**src/verilog/stream_aux_rx_pkg.sv**
```systemverilog
// package: register map, field layout, reset values and decode types of the config bank
package stream_aux_rx_pkg;

   // ----------------------------------------------------------------------
   // register map
   // ----------------------------------------------------------------------
   localparam logic [7:0] STREAM_MODE_SETUP_IDX = 8'h08;
   localparam logic [7:0] AUX_FRAMING_OPTIONS_IDX = 8'h09;
   localparam logic [7:0] RECEIVER_SETUP_ONE_IDX = 8'h0A;
   localparam logic [7:0] CONTROL_IDX = 8'h0B;
   localparam logic [7:0] STATUS_IDX = 8'h0C;
   localparam int ADDR_W = 12;
   localparam logic [ADDR_W-1:0] STREAM_MODE_SETUP_ADDR = ADDR_W'({STREAM_MODE_SETUP_IDX, 2'b00});
   localparam logic [ADDR_W-1:0] AUX_FRAMING_OPTIONS_ADDR =
      ADDR_W'({AUX_FRAMING_OPTIONS_IDX, 2'b00});
   localparam logic [ADDR_W-1:0] RECEIVER_SETUP_ONE_ADDR = ADDR_W'({RECEIVER_SETUP_ONE_IDX, 2'b00});
   localparam logic [ADDR_W-1:0] CONTROL_ADDR = ADDR_W'({CONTROL_IDX, 2'b00});
   localparam logic [ADDR_W-1:0] STATUS_ADDR = ADDR_W'({STATUS_IDX, 2'b00});

   // ----------------------------------------------------------------------
   // reset values and write mask
   // ----------------------------------------------------------------------
   localparam logic [7:0] STREAM_MODE_SETUP_RST = 8'h00;
   localparam logic [7:0] AUX_FRAMING_OPTIONS_RST = 8'h04;
   localparam logic [7:0] RECEIVER_SETUP_ONE_RST = 8'h00;
   localparam logic [7:0] STREAM_MODE_WMASK = 8'h7F;

   // ----------------------------------------------------------------------
   // field positions
   // ----------------------------------------------------------------------
   localparam int SCF_LSB = 5;
   localparam int SCP_LSB = 3;
   localparam int STX_LSB = 0;
   localparam int NO_CRC_RX_BIT = 7;
   localparam int CRC_TO_FIFO_BIT = 6;
   localparam int MOD_TYPE_BIT = 5;
   localparam int FIELD_DET_BIT = 4;
   localparam int DRIVER_FLOAT_BIT = 3;
   localparam int RX_TOL_BIT = 2;
   localparam int NFC_N_LSB = 0;
   localparam int CH_PICK_BIT = 7;
   localparam int AMD_SEL_BIT = 6;
   localparam int LP_LSB = 3;
   localparam int ZS_HIGH_BIT = 2;
   localparam int ZS_MID_BIT = 1;
   localparam int ZS_LOW_BIT = 0;
   localparam int CTRL_DEFAULT_BIT = 0;
   localparam int CTRL_PRESET_BIT = 1;
   localparam int CTRL_PRESET_AM_BIT = 2;

   // ----------------------------------------------------------------------
   // axi responses
   // ----------------------------------------------------------------------
   localparam logic [1:0] RESP_OKAY = 2'h0;
   localparam logic [1:0] RESP_SLVERR = 2'h2;

   // ----------------------------------------------------------------------
   // decoded divisor and pulse counts
   // ----------------------------------------------------------------------
   localparam logic [7:0] DIV_UNUSED = 8'h00;
   localparam logic [7:0] DIV_SUB_BASE = 8'h40;
   localparam logic [7:0] DIV_BPSK_BASE = 8'h10;
   localparam logic [7:0] DIV_TX_BASE = 8'h80;
   localparam logic [3:0] PULSES_BASE = 4'h1;

   typedef enum logic [0:0] {
      STREAM_SUBCARRIER = 1'b0,
      STREAM_BPSK = 1'b1
   } stream_kind_t;

   typedef struct packed {
      logic [7:0] stream_mode_setup;
      logic [7:0] aux_framing_options;
      logic [7:0] receiver_setup_one;
   } cfg_regs_t;

   typedef struct packed {
      logic [7:0] subcarrier_div;
      logic [3:0] report_pulses;
      logic [7:0] tx_period_div;
      logic stream_cfg_valid;
      logic rx_without_crc;
      logic crc_bytes_to_fifo;
      logic transparent_mod_type;
      logic ext_field_detect_enable;
      logic on_off_driver_float;
      logic decoder_tolerant;
      logic [1:0] field_on_n;
      logic receive_channel_pick;
      logic am_demod_mixer;
      logic [2:0] low_pass_control;
      logic zero_setting_high;
      logic zero_setting_mid;
      logic zero_setting_low;
   } cfg_decoded_t;

endpackage : stream_aux_rx_pkg

```
**src/verilog/stream_cfg_decode.sv**
```systemverilog
// decoder that turns the three config bytes into block control signals
`timescale 1ns/1ps
module stream_cfg_decode (
   input wire stream_aux_rx_pkg::cfg_regs_t regs,
   input wire stream_aux_rx_pkg::stream_kind_t stream_kind,
   input wire auto_no_crc,
   output stream_aux_rx_pkg::cfg_decoded_t dec
);

   // ----------------------------------------------------------------------
   // divisor helpers
   // ----------------------------------------------------------------------
   function automatic logic [7:0] shift_div(input logic [7:0] base, input logic [2:0] code);
      shift_div = base >> code;
   endfunction : shift_div

   logic [1:0] scf;
   logic [1:0] scp;
   logic [2:0] stx;
   logic [7:0] aux;
   logic [7:0] rx1;

   always_comb begin
      scf = regs.stream_mode_setup[stream_aux_rx_pkg::SCF_LSB +: 2];
      scp = regs.stream_mode_setup[stream_aux_rx_pkg::SCP_LSB +: 2];
      stx = regs.stream_mode_setup[stream_aux_rx_pkg::STX_LSB +: 3];
      aux = regs.aux_framing_options;
      rx1 = regs.receiver_setup_one;
      dec = '0;
      if (stream_kind == stream_aux_rx_pkg::STREAM_SUBCARRIER) begin
         dec.subcarrier_div = shift_div(stream_aux_rx_pkg::DIV_SUB_BASE, {1'b0, scf});
      end else if (scf == 2'b11) begin
         dec.subcarrier_div = stream_aux_rx_pkg::DIV_UNUSED;
      end else begin
         dec.subcarrier_div = shift_div(stream_aux_rx_pkg::DIV_BPSK_BASE, {1'b0, scf});
      end
      dec.report_pulses = stream_aux_rx_pkg::PULSES_BASE << scp;
      if (stx == 3'b111) begin
         dec.tx_period_div = stream_aux_rx_pkg::DIV_UNUSED;
      end else begin
         dec.tx_period_div = shift_div(stream_aux_rx_pkg::DIV_TX_BASE, stx);
      end
      // one pulse per period is for bpsk only; unused codes flag invalid
      dec.stream_cfg_valid = (dec.subcarrier_div != stream_aux_rx_pkg::DIV_UNUSED)
         && (dec.tx_period_div != stream_aux_rx_pkg::DIV_UNUSED)
         && !(scp == 2'b00 && stream_kind == stream_aux_rx_pkg::STREAM_SUBCARRIER);
      dec.rx_without_crc = aux[stream_aux_rx_pkg::NO_CRC_RX_BIT] | auto_no_crc;
      dec.crc_bytes_to_fifo = aux[stream_aux_rx_pkg::CRC_TO_FIFO_BIT];
      dec.transparent_mod_type = aux[stream_aux_rx_pkg::MOD_TYPE_BIT];
      dec.ext_field_detect_enable = aux[stream_aux_rx_pkg::FIELD_DET_BIT];
      dec.on_off_driver_float = aux[stream_aux_rx_pkg::DRIVER_FLOAT_BIT];
      dec.decoder_tolerant = aux[stream_aux_rx_pkg::RX_TOL_BIT];
      dec.field_on_n = aux[stream_aux_rx_pkg::NFC_N_LSB +: 2];
      dec.receive_channel_pick = rx1[stream_aux_rx_pkg::CH_PICK_BIT];
      dec.am_demod_mixer = rx1[stream_aux_rx_pkg::AMD_SEL_BIT];
      dec.low_pass_control = rx1[stream_aux_rx_pkg::LP_LSB +: 3];
      dec.zero_setting_high = rx1[stream_aux_rx_pkg::ZS_HIGH_BIT];
      dec.zero_setting_mid = rx1[stream_aux_rx_pkg::ZS_MID_BIT];
      dec.zero_setting_low = rx1[stream_aux_rx_pkg::ZS_LOW_BIT];
   end

endmodule : stream_cfg_decode

```
**src/verilog/stream_aux_rx_config_regs.sv**
```systemverilog
// axi4-lite register bank for stream mode, auxiliary framing and receiver setup
//
// Local design decision: the AXI4-Lite interface to the registers.
`timescale 1ns/1ps
// Function
// - all three registers return to defaults at reset and on set-default
// - sub-carrier mode frequency code picks fc/64, fc/32, fc/16, fc/8
// - bpsk mode frequency code picks fc/16, fc/8, fc/4; code 11 unused
// - pulse count code gives 1 (bpsk only), 2, 4 or 8 pulses
// - tx period code gives fc/128 halving to fc/2; code 111 unused
// - aux bit 7 makes receiver accept frames without crc
// - reqa, wupa commands and anticollision force receive without crc
// - aux bit 6 keeps crc check but stores crc bytes in fifo
// - modulation type bit: 0 ook, 1 am; preset sets it, writes change it
// - aux bit 4 enables external field detector with peer threshold
// - aux bit 3 floats the rf output driver during ook modulation
// - tolerance bit, default 1, relaxes bpsk fc/32 and first byte handling
// - aux bits 1:0 give n for field-on direct commands
// - receiver bit 7 picks am channel at 0, pm channel at 1
// - receiver bit 6 picks peak detector at 0, mixer at 1
// - receiver bits 5:3 low pass, bits 2:0 zero setting to filters
module stream_aux_rx_config_regs (
   input wire logic aclk,
   input wire logic aresetn,
   input wire logic [stream_aux_rx_pkg::ADDR_W-1:0] s_axi_awaddr,
   input wire logic [2:0] s_axi_awprot,
   input wire logic s_axi_awvalid,
   output logic s_axi_awready,
   input wire logic [31:0] s_axi_wdata,
   input wire logic [3:0] s_axi_wstrb,
   input wire logic s_axi_wvalid,
   output logic s_axi_wready,
   output logic [1:0] s_axi_bresp,
   output logic s_axi_bvalid,
   input wire logic s_axi_bready,
   input wire logic [stream_aux_rx_pkg::ADDR_W-1:0] s_axi_araddr,
   input wire logic [2:0] s_axi_arprot,
   input wire logic s_axi_arvalid,
   output logic s_axi_arready,
   output logic [31:0] s_axi_rdata,
   output logic [1:0] s_axi_rresp,
   output logic s_axi_rvalid,
   input wire logic s_axi_rready,
   input wire stream_aux_rx_pkg::stream_kind_t stream_kind,
   input wire logic auto_no_crc,
   output stream_aux_rx_pkg::cfg_decoded_t cfg
);

   // ----------------------------------------------------------------------
   // state
   // ----------------------------------------------------------------------
   typedef struct packed {
      stream_aux_rx_pkg::cfg_regs_t regs;
      logic aw_held;
      logic [stream_aux_rx_pkg::ADDR_W-1:0] aw_addr;
      logic w_held;
      logic [7:0] w_byte;
      logic w_lane0;
      logic bvalid;
      logic [1:0] bresp;
      logic rvalid;
      logic [31:0] rdata;
      logic [1:0] rresp;
      stream_aux_rx_pkg::cfg_decoded_t cfg;
   } state_t;

   state_t s_q;
   state_t s_d;
   stream_aux_rx_pkg::cfg_decoded_t dec;

   function automatic stream_aux_rx_pkg::cfg_regs_t default_regs();
      stream_aux_rx_pkg::cfg_regs_t r;
      r.stream_mode_setup = stream_aux_rx_pkg::STREAM_MODE_SETUP_RST;
      r.aux_framing_options = stream_aux_rx_pkg::AUX_FRAMING_OPTIONS_RST;
      r.receiver_setup_one = stream_aux_rx_pkg::RECEIVER_SETUP_ONE_RST;
      return r;
   endfunction : default_regs

   // ----------------------------------------------------------------------
   // field decode
   // ----------------------------------------------------------------------
   stream_cfg_decode u_decode (
      .regs(s_q.regs),
      .stream_kind(stream_kind),
      .auto_no_crc(auto_no_crc),
      .dec(dec)
   );

   assign s_axi_awready = !s_q.aw_held && !s_q.bvalid;
   assign s_axi_wready = !s_q.w_held && !s_q.bvalid;
   assign s_axi_bvalid = s_q.bvalid;
   assign s_axi_bresp = s_q.bresp;
   assign s_axi_arready = !s_q.rvalid;
   assign s_axi_rvalid = s_q.rvalid;
   assign s_axi_rdata = s_q.rdata;
   assign s_axi_rresp = s_q.rresp;
   assign cfg = s_q.cfg;

   // ----------------------------------------------------------------------
   // next state
   // ----------------------------------------------------------------------
   always_comb begin
      s_d = s_q;
      s_d.cfg = dec;
      if (s_axi_awvalid && s_axi_awready) begin
         s_d.aw_held = 1'b1;
         s_d.aw_addr = s_axi_awaddr;
      end
      if (s_axi_wvalid && s_axi_wready) begin
         s_d.w_held = 1'b1;
         s_d.w_byte = s_axi_wdata[7:0];
         s_d.w_lane0 = s_axi_wstrb[0];
      end
      if (s_q.aw_held && s_q.w_held) begin
         s_d.aw_held = 1'b0;
         s_d.w_held = 1'b0;
         s_d.bvalid = 1'b1;
         s_d.bresp = stream_aux_rx_pkg::RESP_OKAY;
         case (s_q.aw_addr)
            stream_aux_rx_pkg::STREAM_MODE_SETUP_ADDR: begin
               if (s_q.w_lane0) begin
                  s_d.regs.stream_mode_setup = s_q.w_byte & stream_aux_rx_pkg::STREAM_MODE_WMASK;
               end
            end
            stream_aux_rx_pkg::AUX_FRAMING_OPTIONS_ADDR: begin
               if (s_q.w_lane0) begin
                  s_d.regs.aux_framing_options = s_q.w_byte;
               end
            end
            stream_aux_rx_pkg::RECEIVER_SETUP_ONE_ADDR: begin
               if (s_q.w_lane0) begin
                  s_d.regs.receiver_setup_one = s_q.w_byte;
               end
            end
            stream_aux_rx_pkg::CONTROL_ADDR: begin
               if (s_q.w_lane0 && s_q.w_byte[stream_aux_rx_pkg::CTRL_DEFAULT_BIT]) begin
                  s_d.regs = default_regs();
               end else if (s_q.w_lane0 && s_q.w_byte[stream_aux_rx_pkg::CTRL_PRESET_BIT]) begin
                  // analog preset loads the modulation type
                  s_d.regs.aux_framing_options[stream_aux_rx_pkg::MOD_TYPE_BIT] =
                     s_q.w_byte[stream_aux_rx_pkg::CTRL_PRESET_AM_BIT];
               end
            end
            stream_aux_rx_pkg::STATUS_ADDR: begin
               s_d.bresp = stream_aux_rx_pkg::RESP_SLVERR;
            end
            default: begin
               s_d.bresp = stream_aux_rx_pkg::RESP_SLVERR;
            end
         endcase
      end
      if (s_q.bvalid && s_axi_bready) begin
         s_d.bvalid = 1'b0;
      end
      if (s_axi_arvalid && s_axi_arready) begin
         s_d.rvalid = 1'b1;
         s_d.rresp = stream_aux_rx_pkg::RESP_OKAY;
         s_d.rdata = '0;
         case (s_axi_araddr)
            stream_aux_rx_pkg::STREAM_MODE_SETUP_ADDR: begin
               s_d.rdata[7:0] = s_q.regs.stream_mode_setup;
            end
            stream_aux_rx_pkg::AUX_FRAMING_OPTIONS_ADDR: begin
               s_d.rdata[7:0] = s_q.regs.aux_framing_options;
            end
            stream_aux_rx_pkg::RECEIVER_SETUP_ONE_ADDR: begin
               s_d.rdata[7:0] = s_q.regs.receiver_setup_one;
            end
            stream_aux_rx_pkg::CONTROL_ADDR: begin
               s_d.rdata = '0;
            end
            stream_aux_rx_pkg::STATUS_ADDR: begin
               // live view of the block's effective state
               s_d.rdata[0] = dec.stream_cfg_valid;
               s_d.rdata[1] = dec.rx_without_crc;
               s_d.rdata[2] = stream_kind;
            end
            default: begin
               s_d.rresp = stream_aux_rx_pkg::RESP_SLVERR;
            end
         endcase
      end else if (s_q.rvalid && s_axi_rready) begin
         s_d.rvalid = 1'b0;
      end
   end

   // ----------------------------------------------------------------------
   // registers
   // ----------------------------------------------------------------------
   always_ff @(posedge aclk) begin
      if (!aresetn) begin
         s_q <= '0;
         s_q.regs <= default_regs();
      end else begin
         s_q <= s_d;
      end
   end

endmodule : stream_aux_rx_config_regs

```
**config.mk**
```make
export PLATFORM = sky130hd
export DESIGN_NAME = stream_aux_rx_config_regs
export DESIGN_NICKNAME = d
export VERILOG_FILES = /design/src/verilog/stream_aux_rx_pkg.sv /design/src/verilog/stream_cfg_decode.sv /design/src/verilog/stream_aux_rx_config_regs.sv
export SDC_FILE = /design/constraint.sdc
export NUM_CORES = 1
export LEC_CHECK = 0
export BUFFER_PORTS_ARGS = -buffer_cell sky130_fd_sc_hd__buf_2
export CORE_ASPECT_RATIO = 1.5
export CORE_MARGIN = 10
export CORE_UTILIZATION = 44
export CTS_CLUSTER_DIAMETER = 150
export DETAILED_ROUTE_END_ITERATION = 10
export PLACE_DENSITY = 0.84
export SETUP_SLACK_MARGIN = 0.1
export SYNTH_ARGS = -nofsm -noshare
export SYNTH_HDL_FRONTEND = slang
export SYNTH_SLANG_ARGS = --single-unit
```
**constraint.sdc**
```tcl
create_clock -name aclk -period 1.9 [get_ports aclk]
set_input_delay 0.38 -clock aclk [delete_from_list [all_inputs] [get_ports aclk]]
set_output_delay 0.38 -clock aclk [all_outputs]
set_load 0.03 [all_outputs]
```
==> summary.md <==
| Metric | Value |
|---|---|
| Worst Path Max Fanout | 6 |
| Worst r2r path cells | 4 |
| Met3 routed WL | slightly below 600 µm |
| Post-synthesis compound-gate area fraction | approximately 11% |
| WP data arrival | between 2 and 2.5 ns |
| Detail Route Antenna Nets | 0 |
| Hold-fix buffers, CTS | 0 |
| Hold_ws | approximately 0.24 ns |
| Commonest cells post-synth | dfxtp_1, nand2_1, buf_4 |
| WL met1 | ~3600 µm |
| Crit path largest cell delay | 0.59 ns |
| Vias in the first global route | about 3100 |
| CTS Root Cell | clkbuf_16 |
| Combinational family with the most area after synthesis | simple AND/OR/NAND/NOR gates |
| Start of the worst register-to-register path | s_q[85]$_SDFFE_PN0P_ |
| Synth cell types | 52 |
| DR vias/cell | roughly 5.0 |
| Relative slew slack | a little under three fifths |
| Pwr Density | between 900 and 1000 nW/µm² |
| Stages on worst setup path | 4 |
| Share of cells above drive strength 1 | 27.2% |
| Min-Delay Path Class | in2reg |
| Yosys warnings | 0 |
| Reg2reg end | s_q[110]$_SDFFE_PN0P_ |
| Main area contributors after synthesis | dfxtp_1, buf_4, nand2_1 |
| Unrepaired setup endpoints after global routing | true |
| Setup TNS | -0.0930 ns |
| P&R area growth vs syn | 14.0% |
| # IOs | approximately 150 |
| WL final | between 9000 and 10000 µm |
| Status | complete, but fails checks |
| Post-synthesis mux area share | between 5 and 6% |
| Total number of vias | 3078 |
| Hold depth | 2 |
| Largest net degree at the start of global routing | 35 |
| Residual DRC | 0 |
| Buf/Inv on CP | 0 |
| FP Rows | 42 |
| Tcrit/Tclk final | 101% |
| Slowest-stage cell, CP | or4_4 |
| Routed length per instance | approximately 16 µm |
| Final hold violation count | 0 |
| Worst Tran Pin Value | between 0.6 and 0.7 ns |
| Xor/xnor share of the synthesized area | 0.219% |
| Post-synth top area share | a little under half |
| FMAX | a little over 0.5 GHz |
| CP Cell Sequence | or4_4 > nor4_4 > a41oi_4 > a22o_1 |
| Post-synth ARST share | 0% |
| Mapped Cells | 450 |
| VDD IR max | around 0.53 mV |
| Simple-gate portion of the synthesized area | between 15 and 20% |
| Count leader, synth | dfxtp_1 |
| Seq cells post-synth | 91 |
| Met2 wire length | a little over 5000 µm |
| Final Critical Period | 1.93 ns |
| Net count, final | between 500 and 600 |
| GR Overflow Total | 0 |
| Worst-Skew Late Latency | 0.34 ns |
| Max-Cap Viols | 0 |
| Top_reg_cell synth | dfxtp_1 |
| Post-DP HPWL | between 7000 and 8000 µm |
| Hold path startpoint | s_axi_rready |
| Initial antenna violation count | 0 |
| Starting Density | a little under half |
| # port buffers | 89 |
| Leakage Power | 2.03 nW |
| Detailed Route Iter0 Violations | about 140 |
| Failing checks | setup timing |
| CP delay by family, top | simple AND/OR/NAND/NOR gates |
| Global-route wire length before repair | 15100 µm |
| Setup ws final | -0.0270 ns |
| Die area | between 10000 and 15000 µm² |
| Router iterations before antenna repair | 4 |
| TritonCTS clock tree | built |
| Hold Path End | s_axi_rvalid$_SDFFE_PN0P_ |
| Slew Limit Fails | 0 |
| WS Path Type | reg2reg |
| H-tree levels | 3 |
| Core region area | between 8000 and 9000 µm² |
| Routability cong. | ~0.86 |
| Reg-to-reg setup timing slack | -0.03 ns |
| Clock transition at path regs | roughly 0.060 ns |
| Yosys top cell by area | dfxtp_1 |
| Finish-stage setup viols | 5 |
| # diodes | 0 |
| Skew final | 0.00515 ns |
| Worst Setup End Kind | register |
| Total CTS buffers | 9 |
| GR Util All Layers | 13.8% |
| DR top layer | met4 |
| Clk sinks | slightly above 90 |
| EDFF count, synth | 0 |
| Vert. Die Dim | between 100 and 150 µm |
| Syn Area/Cell | about 8.9 µm² |
| Die width | ~98 µm |
| Adder-cell share of the synthesized area | less than 1% |
| Worst endpoint required time | 2.13 ns |
| Seq/Total Area, Yosys | a little under half |
| Critical path launch point type | register |
| Mapped cell area | ~4000 µm² |
| Clock Path Buffers | 2 |
## report_power, final
group / leakage (nW) / total (mW) / internal (mW) / switching [mW]
Combinational: 1.14 / 0.436 / 0.130 / 0.306
Clock: 0.142 / 1.75 / 1.05 / 0.701
Sequential: 0.741 / 2.00 / 1.96 / 0.0420
Total: 2.03 / 4.18 / 3.13 / 1.05
## worst register-to-register path, delay by kind of cell, from the launching register on
kind | cells | cell delay [ns]
flip-flops | 1 | 0.32
AO/OA/AOI/OAI | 2 | 0.50
AND/OR/NAND/NOR | 2 | 0.99
## how the worst max path moves through the flow
stage	from	endpoint	slack, ns
2_1_floorplan	s_axi_araddr[7]	s_axi_rdata[7]$_SDFFE_PN0P_	0.12
3_3_place_gp	s_q[85]$_SDFFE_PN0P_	s_q[104]$_SDFFE_PN0P_	-0.008
3_5_place_dp	s_q[85]$_SDFFE_PN0P_	s_q[98]$_SDFFE_PN0P_	-0.12
4_1_cts	s_q[92]$_SDFFE_PN0P_	s_q[113]$_SDFFE_PN0P_	-0.01
5_1_grt	s_q[85]$_SDFFE_PN0P_	s_q[110]$_SDFFE_PN0P_	-0.11
6_report	s_q[85]$_SDFFE_PN0P_	s_q[110]$_SDFFE_PN0P_	-0.03
## repair_timing
item                       4_1_cts  5_1_grt
cloned                           0        0
setup endpoints to repair       22       22
setup buffers                    4        4
gates resized for setup          8        6
pin swaps                       13        8
## registers in the layout (all words and copies together) (netlist names)
register / count
cfg: 33
s_axi_bresp: 1
s_axi_bvalid: 1
s_axi_rdata: 8
s_axi_rresp: 1
s_axi_rvalid: 1
s_q: 46
## per-stage QoR
| stage | std cells | setup WS (ns) | util [%] | area (µm²) | power [mW] |
|---|---|---|---|---|---|
| finish | 617 | -0.0270 | 51.4 | 4560 | 4.18 |
| global route | 617 | -0.109 | 51.4 | 4560 | 4.32 |
| CTS | 613 | -0.00965 | 50.7 | 4510 | 4.19 |
| detailed placement | 594 | -0.118 | 46.6 | 4140 | 2.44 |
| global placement | 594 | -0.00826 | 46.6 | 4140 | 2.43 |
| floorplan | 479 | 0.121 | - | 4110 | 2.38 |
## logic make-up after synthesis
| kind of cell | count (synthesis) |
|---|---|
| AO/OA/AOI/OAI | 65 |
| XOR/XNOR | 1 |
| adder cells (fa/ha/maj) | 1 |
| buffers and inverters | 106 |
| flip-flops | 91 |
| multiplexers | 23 |
| other | 1 |
| AND/OR/NAND/NOR | 162 |
## placed cells by master (no fill, tap or decap), drive strengths merged, types with 4 or more instances in the layout
cell type / instances
nand2: 83
dfxtp: 91
and3: 5
nor4: 5
a21oi: 28
buf: 104
inv: 14
a22o: 9
and2: 12
nand2b: 8
mux2i: 22
nor2: 21
o21ai: 10
nand3: 4
nor3: 7
conb: 30
clkbuf: 11
## area by class of cell
type / instances / area [µm²]
Fill cell: 835 / 4320
Inverter: 15 / 56.3
Sequential cell: 91 / 1830
Multi-Input combinational cell: 282 / 1660
Tap cell: 110 / 138
Clock buffer: 11 / 243
Clock inverter: 4 / 51.3
Timing Repair Buffer: 104 / 583
## routing by layer
metal,vias up,track usage (%)
li1,1508,-
met1,1414,13.3
met2,123,25.1
met3,33,4.85
met4,0,7.37
met5,-,0
No activity file was read; power rests on OpenSTA's default activity.
